### src/hdl/plrs_map.svh
`ifndef PLRS_MAP_SVH
`define PLRS_MAP_SVH

// ----------------------------------------
// Register offsets (byte addresses)
// ----------------------------------------
`define PLRS_OFS_CTRL 8'h00
`define PLRS_OFS_FREQ 8'h04
`define PLRS_OFS_START 8'h08
`define PLRS_OFS_GAIN 8'h0C
`define PLRS_OFS_STATUS 8'h10
`define PLRS_OFS_MASK 8'h14
`define PLRS_OFS_STATE 8'h18
`define PLRS_OFS_OUTF 8'h1C
`define PLRS_OFS_CMD 8'h20

// ----------------------------------------
// Control fields
// ----------------------------------------
`define PLRS_CTRL_MODE_LSB 0
`define PLRS_CTRL_TORQ_BIT 3
`define PLRS_CTRL_MOT1_BIT 4
`define PLRS_CTRL_SRCH_BIT 5
`define PLRS_CTRL_RST 32'h0000_0010

// ----------------------------------------
// Command bits (write of the command register)
// ----------------------------------------
`define PLRS_CMD_RESET_BIT 0
`define PLRS_CMD_RUN_BIT 1

// ----------------------------------------
// Status and interrupt bits
// ----------------------------------------
`define PLRS_ST_FAULT 0
`define PLRS_ST_UV 1
`define PLRS_ST_RECOV 2
`define PLRS_ST_RESTART 3
`define PLRS_ST_W 4

// ----------------------------------------
// Reset values and limits
// ----------------------------------------
`define PLRS_START_RST 16'h0001
`define PLRS_GAIN_RST 32'h0001_0001
`define PLRS_MODE_MAX 3'h5
`define PLRS_SRCH_LO 16'h0005
`define PLRS_SRCH_HI 16'h0064
`define PLRS_CLK_MHZ 200
`define PLRS_DEC_STEP_NS 1000
`define PLRS_DEC_STEP_CYC ((`PLRS_DEC_STEP_NS * `PLRS_CLK_MHZ) / 1000)

`endif

### src/hdl/plrs_pkg.sv
package plrs_pkg;

  typedef enum logic [2:0] {
    PLRS_IDLE,
    PLRS_RUN,
    PLRS_DECEL,
    PLRS_RIDE,
    PLRS_COAST,
    PLRS_TRIP,
    PLRS_SEARCH,
    PLRS_ACCEL
  } plrs_state_type;

  typedef logic [15:0] plrs_freq_type;

endpackage

### src/hdl/plrs_reg_if.sv
`timescale 1ns/1ps
`default_nettype none

// ----------------------------------------
// Settings between register file and sequencer
// ----------------------------------------
interface plrs_reg_if;
  logic [2:0] mode;
  logic torque_control_select;
  logic motor1_active;
  logic speed_search_select;
  logic [15:0] starting_frequency_setting;
  logic [15:0] ride_through_integral_gain;
  logic [15:0] ride_through_proportional_gain;
  logic cmd_reset;
  logic cmd_run;

  modport regs (
    output mode, torque_control_select, motor1_active, speed_search_select,
    output starting_frequency_setting, ride_through_integral_gain,
    output ride_through_proportional_gain, cmd_reset, cmd_run
  );
  modport seq (
    input mode, torque_control_select, motor1_active, speed_search_select,
    input starting_frequency_setting, ride_through_integral_gain,
    input ride_through_proportional_gain, cmd_reset, cmd_run
  );
endinterface

`default_nettype wire

### src/hdl/plrs_top.sv
// The Wishbone slave port and the register addresses were decided locally.
`timescale 1ns/1ps
`default_nettype none
`include "plrs_map.svh"

module plrs_top (
  input wire logic ref_clk,
  input wire logic reset,
  input wire logic wb_cyc_i,
  input wire logic wb_stb_i,
  input wire logic wb_we_i,
  input wire logic [7:0] wb_adr_i,
  input wire logic [3:0] wb_sel_i,
  input wire logic [31:0] wb_dat_i,
  output logic [31:0] wb_dat_o,
  output logic wb_ack_o,
  output logic irq,
  input wire logic undervoltage,
  input wire logic continue_operation_level,
  input wire logic low_energy,
  input wire logic supply_ok,
  input wire logic search_done,
  input wire plrs_pkg::plrs_freq_type search_freq,
  input wire plrs_pkg::plrs_freq_type ref_freq,
  output logic output_enable,
  output plrs_pkg::plrs_freq_type out_freq,
  output logic undervoltage_fault_code,
  output logic search_start
);
  import plrs_pkg::*;

  plrs_reg_if rif();

  // ----------------------------------------
  // Register file
  // ----------------------------------------
  logic [31:0] ctrl_r;
  logic [15:0] start_r;
  logic [31:0] gain_r;
  logic [`PLRS_ST_W-1:0] status_r;
  logic [`PLRS_ST_W-1:0] mask_r;
  logic [`PLRS_ST_W-1:0] ev;
  logic ack_r;
  logic [31:0] rdat_r;
  logic cmd_reset_r;
  logic cmd_run_r;
  plrs_state_type state_r;
  plrs_freq_type freq_r;

  function automatic logic [31:0] lane_merge(input logic [31:0] old,
                                             input logic [31:0] d,
                                             input logic [3:0] sel);
    logic [31:0] res;
    res = old;
    for (int i = 0; i < 4; i++) begin
      if (sel[i]) begin
        res[i*8 +: 8] = d[i*8 +: 8];
      end
    end
    return res;
  endfunction

  wire req = wb_cyc_i && wb_stb_i && !ack_r;
  wire wr = req && wb_we_i;
  wire rd = req && !wb_we_i;

  always_ff @(posedge ref_clk or posedge reset) begin
    if (reset) begin
      ack_r <= 1'b0;
    end else begin
      ack_r <= req;
    end
  end

  always_ff @(posedge ref_clk or posedge reset) begin
    if (reset) begin
      ctrl_r <= `PLRS_CTRL_RST;
      start_r <= `PLRS_START_RST;
      gain_r <= `PLRS_GAIN_RST;
      mask_r <= '0;
    end else if (wr) begin
      if (wb_adr_i == `PLRS_OFS_CTRL) begin
        ctrl_r <= lane_merge(ctrl_r, wb_dat_i, wb_sel_i) & 32'h0000_003F;
      end else if (wb_adr_i == `PLRS_OFS_START) begin
        start_r <= 16'(lane_merge({16'h0000, start_r}, wb_dat_i, wb_sel_i));
      end else if (wb_adr_i == `PLRS_OFS_GAIN) begin
        gain_r <= lane_merge(gain_r, wb_dat_i, wb_sel_i);
      end else if (wb_adr_i == `PLRS_OFS_MASK && wb_sel_i[0]) begin
        mask_r <= wb_dat_i[`PLRS_ST_W-1:0];
      end
    end
  end

  always_ff @(posedge ref_clk or posedge reset) begin
    if (reset) begin
      cmd_reset_r <= 1'b0;
      cmd_run_r <= 1'b0;
    end else begin
      cmd_reset_r <= wr && wb_adr_i == `PLRS_OFS_CMD && wb_sel_i[0]
                     && wb_dat_i[`PLRS_CMD_RESET_BIT];
      cmd_run_r <= wr && wb_adr_i == `PLRS_OFS_CMD && wb_sel_i[0]
                   && wb_dat_i[`PLRS_CMD_RUN_BIT];
    end
  end

  // Set wins over read-clear so no event is lost
  always_ff @(posedge ref_clk or posedge reset) begin
    if (reset) begin
      status_r <= '0;
    end else if (rd && wb_adr_i == `PLRS_OFS_STATUS) begin
      status_r <= ev;
    end else begin
      status_r <= status_r | ev;
    end
  end

  always_ff @(posedge ref_clk or posedge reset) begin
    if (reset) begin
      rdat_r <= '0;
    end else if (rd) begin
      if (wb_adr_i == `PLRS_OFS_CTRL) begin
        rdat_r <= ctrl_r;
      end else if (wb_adr_i == `PLRS_OFS_FREQ) begin
        rdat_r <= {16'h0000, freq_r};
      end else if (wb_adr_i == `PLRS_OFS_START) begin
        rdat_r <= {16'h0000, start_r};
      end else if (wb_adr_i == `PLRS_OFS_GAIN) begin
        rdat_r <= gain_r;
      end else if (wb_adr_i == `PLRS_OFS_STATUS) begin
        rdat_r <= {28'h000_0000, status_r};
      end else if (wb_adr_i == `PLRS_OFS_MASK) begin
        rdat_r <= {28'h000_0000, mask_r};
      end else if (wb_adr_i == `PLRS_OFS_STATE) begin
        rdat_r <= {29'h0000_0000, state_r};
      end else if (wb_adr_i == `PLRS_OFS_OUTF) begin
        rdat_r <= {16'h0000, out_freq};
      end else begin
        rdat_r <= '0;
      end
    end
  end

  always_ff @(posedge ref_clk or posedge reset) begin
    if (reset) begin
      irq <= 1'b0;
    end else begin
      irq <= |((status_r | ev) & mask_r);
    end
  end

  assign wb_ack_o = ack_r;
  assign wb_dat_o = rdat_r;

  assign rif.mode = ctrl_r[`PLRS_CTRL_MODE_LSB +: 3];
  assign rif.torque_control_select = ctrl_r[`PLRS_CTRL_TORQ_BIT];
  assign rif.motor1_active = ctrl_r[`PLRS_CTRL_MOT1_BIT];
  assign rif.speed_search_select = ctrl_r[`PLRS_CTRL_SRCH_BIT];
  assign rif.starting_frequency_setting = start_r;
  assign rif.ride_through_integral_gain = gain_r[15:0];
  assign rif.ride_through_proportional_gain = gain_r[31:16];
  assign rif.cmd_reset = cmd_reset_r;
  assign rif.cmd_run = cmd_run_r;

  // ----------------------------------------
  // Sequencer
  // ----------------------------------------
  logic [2:0] mode_r;
  logic need_run_r;
  logic [15:0] dec_cnt_r;
  logic [15:0] step;
  logic uv_d_r;
  logic sup_d_r;

  wire uv_rise = undervoltage && !uv_d_r;
  wire sup_rise = supply_ok && !sup_d_r;
  wire dec_tick = dec_cnt_r == 16'(`PLRS_DEC_STEP_CYC - 1);
  wire regulating = state_r == PLRS_DECEL || state_r == PLRS_RIDE;

  // torque control with motor1 active folds two to five into one
  function automatic logic [2:0] eff_mode(input logic [2:0] m, input logic tq,
                                          input logic m1);
    logic [2:0] r;
    r = (m > `PLRS_MODE_MAX) ? 3'h0 : m;
    if (tq && m1 && r >= 3'h2) begin
      r = 3'h1;
    end
    return r;
  endfunction

  function automatic logic in_band(input logic [15:0] f);
    return f >= `PLRS_SRCH_LO && f <= `PLRS_SRCH_HI;
  endfunction

  plrs_ride_reg u_reg (
    .ref_clk(ref_clk),
    .reset(reset),
    .active(regulating),
    .bus_low(continue_operation_level),
    .ki(rif.ride_through_integral_gain),
    .kp(rif.ride_through_proportional_gain),
    .step(step)
  );

  always_ff @(posedge ref_clk or posedge reset) begin
    if (reset) begin
      uv_d_r <= 1'b0;
      // Supply idles high, so no false recovery edge after reset
      sup_d_r <= 1'b1;
      dec_cnt_r <= '0;
    end else begin
      uv_d_r <= undervoltage;
      sup_d_r <= supply_ok;
      dec_cnt_r <= (dec_tick || !regulating && state_r != PLRS_ACCEL) ? '0 : dec_cnt_r + 1'b1;
    end
  end

  logic state_r_nxt_trip;
  logic search_start_nxt;
  logic restart_go;
  plrs_state_type state_nxt;
  plrs_freq_type freq_nxt;
  plrs_freq_type out_nxt;

  assign ev[`PLRS_ST_FAULT] = state_r != PLRS_TRIP && state_r_nxt_trip;
  assign ev[`PLRS_ST_UV] = uv_rise;
  assign ev[`PLRS_ST_RECOV] = sup_rise;
  assign ev[`PLRS_ST_RESTART] = search_start_nxt || restart_go;

  always_comb begin
    state_nxt = state_r;
    freq_nxt = freq_r;
    out_nxt = out_freq;
    search_start_nxt = 1'b0;
    restart_go = 1'b0;
    case (state_r)
      PLRS_IDLE: begin
        out_nxt = '0;
        if (rif.cmd_run && !undervoltage) begin
          state_nxt = PLRS_RUN;
        end
      end
      PLRS_RUN: begin
        out_nxt = ref_freq;
        if (undervoltage || continue_operation_level) begin
          freq_nxt = out_freq;
        end
        if (undervoltage) begin
          state_nxt = (eff_mode(rif.mode, rif.torque_control_select, rif.motor1_active)
                       == 3'h0) ? PLRS_TRIP : PLRS_COAST;
        end else if (continue_operation_level) begin
          if (eff_mode(rif.mode, rif.torque_control_select, rif.motor1_active) == 3'h2) begin
            state_nxt = PLRS_DECEL;
          end else if (eff_mode(rif.mode, rif.torque_control_select,
                                rif.motor1_active) == 3'h3) begin
            state_nxt = PLRS_RIDE;
          end
        end
      end
      PLRS_DECEL: begin
        if (low_energy || undervoltage || out_freq == '0) begin
          state_nxt = PLRS_TRIP;
          out_nxt = '0;
        end else if (dec_tick) begin
          out_nxt = (out_freq > step) ? out_freq - step : '0;
        end
      end
      PLRS_RIDE: begin
        if (undervoltage) begin
          state_nxt = PLRS_COAST;
          out_nxt = '0;
        end else if (!continue_operation_level) begin
          state_nxt = PLRS_ACCEL;
        end else if (dec_tick) begin
          out_nxt = (out_freq > step) ? out_freq - step : '0;
        end
      end
      PLRS_COAST: begin
        out_nxt = '0;
        if (supply_ok && !undervoltage) begin
          if (mode_r == 3'h0 || mode_r == 3'h1 || mode_r == 3'h2) begin
            state_nxt = PLRS_TRIP;
          end else if (rif.speed_search_select) begin
            state_nxt = PLRS_SEARCH;
            search_start_nxt = 1'b1;
          end else begin
            state_nxt = PLRS_ACCEL;
            restart_go = 1'b1;
            if (mode_r == 3'h5) begin
              freq_nxt = rif.starting_frequency_setting;
            end
            out_nxt = (mode_r == 3'h5) ? rif.starting_frequency_setting : freq_r;
          end
        end
      end
      PLRS_SEARCH: begin
        if (search_done) begin
          state_nxt = PLRS_ACCEL;
          restart_go = 1'b1;
          out_nxt = in_band(search_freq) ? search_freq : freq_r;
        end
      end
      PLRS_ACCEL: begin
        if (undervoltage) begin
          state_nxt = PLRS_COAST;
          out_nxt = '0;
        end else if (out_freq >= freq_r) begin
          state_nxt = PLRS_RUN;
        end else if (dec_tick) begin
          out_nxt = out_freq + 16'h0001;
        end
      end
      PLRS_TRIP: begin
        out_nxt = '0;
        if (rif.cmd_reset && !undervoltage) begin
          state_nxt = (mode_r == 3'h1) ? PLRS_RUN : PLRS_IDLE;
        end
      end
      default: begin
        state_nxt = PLRS_IDLE;
      end
    endcase
  end

  assign state_r_nxt_trip = state_nxt == PLRS_TRIP;

  always_ff @(posedge ref_clk or posedge reset) begin
    if (reset) begin
      state_r <= PLRS_IDLE;
      out_freq <= '0;
      search_start <= 1'b0;
    end else begin
      state_r <= state_nxt;
      out_freq <= out_nxt;
      search_start <= search_start_nxt;
    end
  end

  always_ff @(posedge ref_clk or posedge reset) begin
    if (reset) begin
      freq_r <= '0;
    end else begin
      freq_r <= freq_nxt;
    end
  end

  always_ff @(posedge ref_clk or posedge reset) begin
    if (reset) begin
      mode_r <= 3'h0;
    end else if (state_r == PLRS_RUN && (undervoltage || continue_operation_level)) begin
      mode_r <= eff_mode(rif.mode, rif.torque_control_select, rif.motor1_active);
    end
  end

  always_ff @(posedge ref_clk or posedge reset) begin
    if (reset) begin
      output_enable <= 1'b0;
      undervoltage_fault_code <= 1'b0;
    end else begin
      output_enable <= state_nxt == PLRS_RUN || state_nxt == PLRS_DECEL
                       || state_nxt == PLRS_RIDE || state_nxt == PLRS_ACCEL;
      undervoltage_fault_code <= state_nxt == PLRS_TRIP;
    end
  end

  // ----------------------------------------
  // Checks
  // ----------------------------------------
  property p_trip0;
    @(posedge ref_clk) disable iff (reset)
      state_r == PLRS_RUN && undervoltage
      && eff_mode(rif.mode, rif.torque_control_select, rif.motor1_active) == 3'h0
      |=> undervoltage_fault_code && !output_enable;
  endproperty
  a_trip0: assert property (p_trip0) else $error("mode zero did not trip");

  property p_coast1;
    @(posedge ref_clk) disable iff (reset)
      state_r == PLRS_RUN && undervoltage
      && eff_mode(rif.mode, rif.torque_control_select, rif.motor1_active) != 3'h0
      |=> !undervoltage_fault_code && !output_enable;
  endproperty
  a_coast1: assert property (p_coast1) else $error("stop raised fault");

  property p_norestart;
    @(posedge ref_clk) disable iff (reset)
      state_r == PLRS_TRIP && !rif.cmd_reset |=> !output_enable;
  endproperty
  a_norestart: assert property (p_norestart) else $error("restart without reset");

  property p_latch;
    @(posedge ref_clk) disable iff (reset)
      state_r == PLRS_COAST && $stable(state_r) |-> $stable(freq_r);
  endproperty
  a_latch: assert property (p_latch) else $error("latched frequency moved");

  property p_mode_hold;
    @(posedge ref_clk) disable iff (reset)
      state_r == PLRS_COAST ##1 state_r == PLRS_COAST |-> $stable(mode_r);
  endproperty
  a_mode_hold: assert property (p_mode_hold) else $error("mode changed");

  property p_start5;
    @(posedge ref_clk) disable iff (reset)
      state_r == PLRS_COAST && state_nxt == PLRS_ACCEL && mode_r == 3'h5
      |=> out_freq == rif.starting_frequency_setting;
  endproperty
  a_start5: assert property (p_start5) else $error("mode five frequency");

  property p_rec1;
    @(posedge ref_clk) disable iff (reset)
      state_r == PLRS_COAST && mode_r == 3'h1 && supply_ok && !undervoltage
      |=> undervoltage_fault_code;
  endproperty
  a_rec1: assert property (p_rec1) else $error("no trip at recovery");

  property p_band;
    @(posedge ref_clk) disable iff (reset)
      state_r == PLRS_SEARCH && search_done && !in_band(search_freq)
      |=> out_freq == freq_r;
  endproperty
  a_band: assert property (p_band) else $error("out of band search used");

endmodule

`default_nettype wire

### src/hdl/plrs_ride_reg.sv
`timescale 1ns/1ps
`default_nettype none

// ----------------------------------------
// Bus-level regulator for controlled stop and ride-through
// ----------------------------------------
module plrs_ride_reg (
  input wire logic ref_clk,
  input wire logic reset,
  input wire logic active,
  input wire logic bus_low,
  input wire logic [15:0] ki,
  input wire logic [15:0] kp,
  output logic [15:0] step
);
  import plrs_pkg::*;

  logic [15:0] integ_r;
  logic [15:0] integ_nxt;

  always_comb begin
    integ_nxt = integ_r;
    if (!active) begin
      integ_nxt = 16'h0000;
    end else if (bus_low && integ_r < 16'hFFFF - ki) begin
      integ_nxt = integ_r + ki;
    end else if (!bus_low && integ_r > ki) begin
      integ_nxt = integ_r - ki;
    end
  end

  always_ff @(posedge ref_clk or posedge reset) begin
    if (reset) begin
      integ_r <= 16'h0000;
    end else begin
      integ_r <= integ_nxt;
    end
  end

  // Low bus shrinks the step: slower braking returns less, keeps bus up
  always_comb begin
    step = 16'h0001;
    if (active && !bus_low) begin
      step = 16'h0001 + (kp >> 8) + (integ_r >> 8);
    end
  end

endmodule

`default_nettype wire

### config.mk
export PLATFORM = sky130hd
export DESIGN_NAME = plrs_top
export DESIGN_NICKNAME = d
export VERILOG_FILES = /design/src/hdl/plrs_pkg.sv /design/src/hdl/plrs_reg_if.sv /design/src/hdl/plrs_top.sv /design/src/hdl/plrs_ride_reg.sv
export VERILOG_INCLUDE_DIRS = /design/src /design/src/hdl
export SDC_FILE = /design/constraint.sdc
export NUM_CORES = 1
export LEC_CHECK = 0
export BUFFER_PORTS_ARGS = -buffer_cell sky130_fd_sc_hd__buf_4
export CORE_ASPECT_RATIO = 0.9
export CORE_UTILIZATION = 52
export CTS_CLUSTER_SIZE = 12
export DETAILED_ROUTE_END_ITERATION = 10
export HOLD_SLACK_MARGIN = 0.08
export PLACE_DENSITY = 0.77
export SYNTH_ARGS = -nofsm -noshare
export SYNTH_HDL_FRONTEND = slang
export SYNTH_HIERARCHICAL = 1
export SYNTH_SLANG_ARGS = --single-unit
### constraint.sdc
create_clock -name ref_clk -period 5.5 [get_ports ref_clk]
set_input_delay 0.275 -clock ref_clk [delete_from_list [all_inputs] [get_ports ref_clk]]
set_output_delay 0.275 -clock ref_clk [all_outputs]
set_load 0.005 [all_outputs]
==> summary.md <==
| Metric | Value |
|---|---|
| Outcome | completed |
| Number of vias per cell | 6.28 |
| Fin crit share | 91.5% |
| Clk root buf | clkbuf_16 |
| Fin crit period | 5.03 ns |
| Die H | 147 µm |
| Commonest non-fill, non-tap cell in the layout | dfrtp_1 |
| Ys flop type | dfrtp_1 |
| Row cnt | 52 |
| Hold Path End | gain_r[7] |
| Clk_skew | 0.0110 ns |
| Final Max Tran Viols | 0 |
| Core area | 0.0228 mm² |
| Crit path launch type | flop |
| Terminus of the critical flop-to-flop path | out_freq[6] |
| Starting Density | 53.6% |
| Clock power frac | 26.6% |
| Post-synth EDFFs | 0 |
| R2r setup slk | 0.47 ns |
| Worst-Skew Late Latency | 0.45 ns |
| P_sw | 2050 µW |
| I/O Pins | 139 |
| Total CTS buffers | 17 |
| R2R Path Start | gain_r[24] |
| Crit path max fanout | 15 |
| CP Capture Type | flop |
| Worst Hold Depth | 2 |
| Comb pwr share | 37.5% |
| Area growth syn-to-layout | 16.6% |
| Reg2reg path depth | 19 |
| Synth warn | 6 |
| Switching share of power | 41.4% |
| Pwr dens | 347 mW/mm² |
| Sequential area share after synthesis | 35.5% |
| Critical path origin | gain_r[24] |
| RSZ-0062 raised after global routing | no |
| Drt first pass iters | 5 |
| Wirelength per Cell | 20.5 µm |
| Tightest Pin Transition | 1.27 ns |
| P_int | 2890 µW |
| Vias in the first global route | 10600 |
| DRC | 0 |
| Longest Clk Path Bufs | 2 |
| DR iter-0 viols | 1285 |
| Dpl hpwl | 27300 µm |
| Met1 GRT Util | 44.8% |
| Gr ovfl total | 0 |
| Met3 Use GR | 6.27% |
| First-pass GRT wire length | 58000 µm |
| GRT Overall Usage | 31.2% |
| Final ANT Viol Nets | 0 |
| Total negative setup slack | 0 ns |
| Met2 usage | 47.3% |
| Critical Path RT | 5.85 ns |
| Routed WL | 36700 µm |
| Commonest non-fill, non-tap cells in the layout | dfrtp_1 (168), buf_4 (146), nor2_1 (141), nand2_1 (113), inv_1 (84) |
| Fin nets | 1652 |
| Initial antenna violation count | 0 |
| Seq cells post-synth | 173 |
| GR peak layer | met2 |
| Post-synth top area cell | dfrtp_1 |
| Mapped cell area | 0.0122 mm² |
| Final Hold Fails | 0 |
| Largest net degree at the start of global routing | 99 |
| Setup violators final | 0 |
| Synthesized area per cell | 8.98 µm² |
| Max Clk Rate | 0.199 GHz |
| VDD IR max | 0.263 mV |
| Hold_ws | 0.0877 ns |
| WS Path Type | flop to flop |
| RD Place Congestion | 0.955 |
| P_leak | 0.00660 µW |
| Async SR Flop Fraction | 100% |
| Chip Width | 163 µm |
| Reg clk slew, reported paths | 0.08 ns |
| Vias post-DR | 11300 |
| Count of cell types in the netlist | 89 |
| CTS tree | done |
| Max-Cap Viols | 0 |
| Hold_sp | wb_dat_i[7] |
| Post-synth top area share | 34.5% |
| Share of layout cells above drive strength 1 | 18.8% |
| Worst Path Arrival | 5.38 ns |
| Top cells by area, synth | dfrtp_1 (34%), ha_1 (8.4%), mux2_2 (5.7%), nor2_1 (4.3%), nand2_1 (3.5%) |
| Max-slew headroom | 14.9% |
| Reg power frac | 35.9% |
| N_diodes | 0 |
| Die ar. | 0.0241 mm² |
| Clk sinks | 173 |
| Port Buf Inserts | 138 |
| H-tree depth | 4 |
| Syn Inst Count | 1359 |
| Worst Hold Class | input port to flop |
worst max path at each step:
stage | slack (ns) | endpoint
2_1_floorplan | 1.0 | cmd_reset_r
3_3_place_gp | 0.67 | out_freq[6]
3_5_place_dp | 0.60 | out_freq[6]
4_1_cts | 0.53 | out_freq[6]
5_1_grt | 0.16 | out_freq[4]
6_report | 0.47 | out_freq[6]
metrics by stage:
| stage | std cells | cell area (µm²) | total power (µW) | util, % | setup slack, ns |
|---|---|---|---|---|---|
| 6_report | 1790 | 14200 | 4940 | 62.4 | 0.468 |
| 5_1_grt | 1790 | 14200 | 5220 | 62.4 | 0.160 |
| 4_1_cts | 1789 | 14200 | 4900 | 62.4 | 0.535 |
| 2_1_floorplan | 1364 | 12200 | 2900 | - | 0.998 |
| 3_5_place_dp | 1736 | 13400 | 3560 | 58.6 | 0.602 |
| 3_3_place_gp | 1736 | 13400 | 3540 | 58.6 | 0.668 |
sequential cells by signal, summed over array words and instances (netlist names), 3 cells and up:
signal / flops
status_r: 4
ctrl_r: 6
state_r: 3
freq_r: 16
wb_dat_o: 32
gain_r: 32
mode_r: 3
u_reg/integ_r: 16
mask_r: 4
dec_cnt_r: 16
out_freq: 16
rif.starting_frequency_setting: 16
final cells by class:
cell class              instances  area, µm²
clock inverters                15        223
well taps                     297        372
flip-flops and latches        173       4340
repair buffers                168       1320
clock buffers                  17        425
multi-input cells            1032       7210
inverters                      88        338
fillers                      1916       8550
power groups by stage:
stage,Sequential [µW],Clock (µW),Combinational [µW]
2_1_floorplan,1570,0,1320
3_3_place_gp,1770,0,1770
3_5_place_dp,1770,0,1790
4_1_cts,1750,1330,1820
5_1_grt,1780,1390,2050
6_report,1770,1320,1850
metal layers:
| metal | part of all wire, % | up-vias |
|---|---|---|
| li1 | - | 5175 |
| met1 | 44 | 5443 |
| met2 | 45 | 559 |
| met3 | 8.5 | 73 |
| met4 | 2.2 | 0 |
| met5 | 0 | - |
synth_stat cells, types with 18 or more instances:
| cell | count |
|---|---|
| a21o_1 | 29 |
| a21oi_1 | 78 |
| a22o_1 | 26 |
| and3_1 | 18 |
| clkbuf_1 | 42 |
| dfrtp_1 | 168 |
| ha_1 | 82 |
| inv_1 | 85 |
| mux2_2 | 62 |
| nand2_1 | 113 |
| nand2b_1 | 21 |
| nand3_1 | 30 |
| nor2_1 | 141 |
| o21ai_0 | 72 |
| o22ai_1 | 18 |
| o31ai_1 | 19 |
| xnor2_1 | 29 |
| xor2_1 | 20 |
critical path, stage by stage (launching register included):
cell	delay, ns
dfrtp_1	0.44
ha_1	0.35
ha_1	0.29
a21o_1	0.18
a21o_1	0.21
a21o_1	0.19
a21o_1	0.20
a21o_1	0.19
a21oi_1	0.24
o21bai_1	0.09
and3b_1	0.17
inv_1	0.07
ha_1	0.23
nand2_1	0.12
or3_1	0.37
or3b_1	0.38
a211oi_2	0.21
and2_1	0.57
a311oi_1	0.19
o31ai_1	0.24
logic make-up (layout without fill, tap and decap cells):
family	after synthesis	after routing	share of synthesized area, %
multiplexers	75	75	6.79
XOR/XNOR	49	49	3.52
buffers and inverters	159	288	5.59
AND/OR/NAND/NOR	418	418	16.2
adder cells (fa/ha/maj)	87	87	9.15
other	1	6	0.0307
AO/OA/AOI/OAI	397	397	23.1
flip-flops	173	173	35.5
what timing repair did:
item / 4_1_cts / 5_1_grt
hold endpoints to repair: 118 / 1
resized for setup: 0 / 0
buffers inserted: 0 / 0
hold buffers: 21 / 1
(Power assumes the default switching activity.)
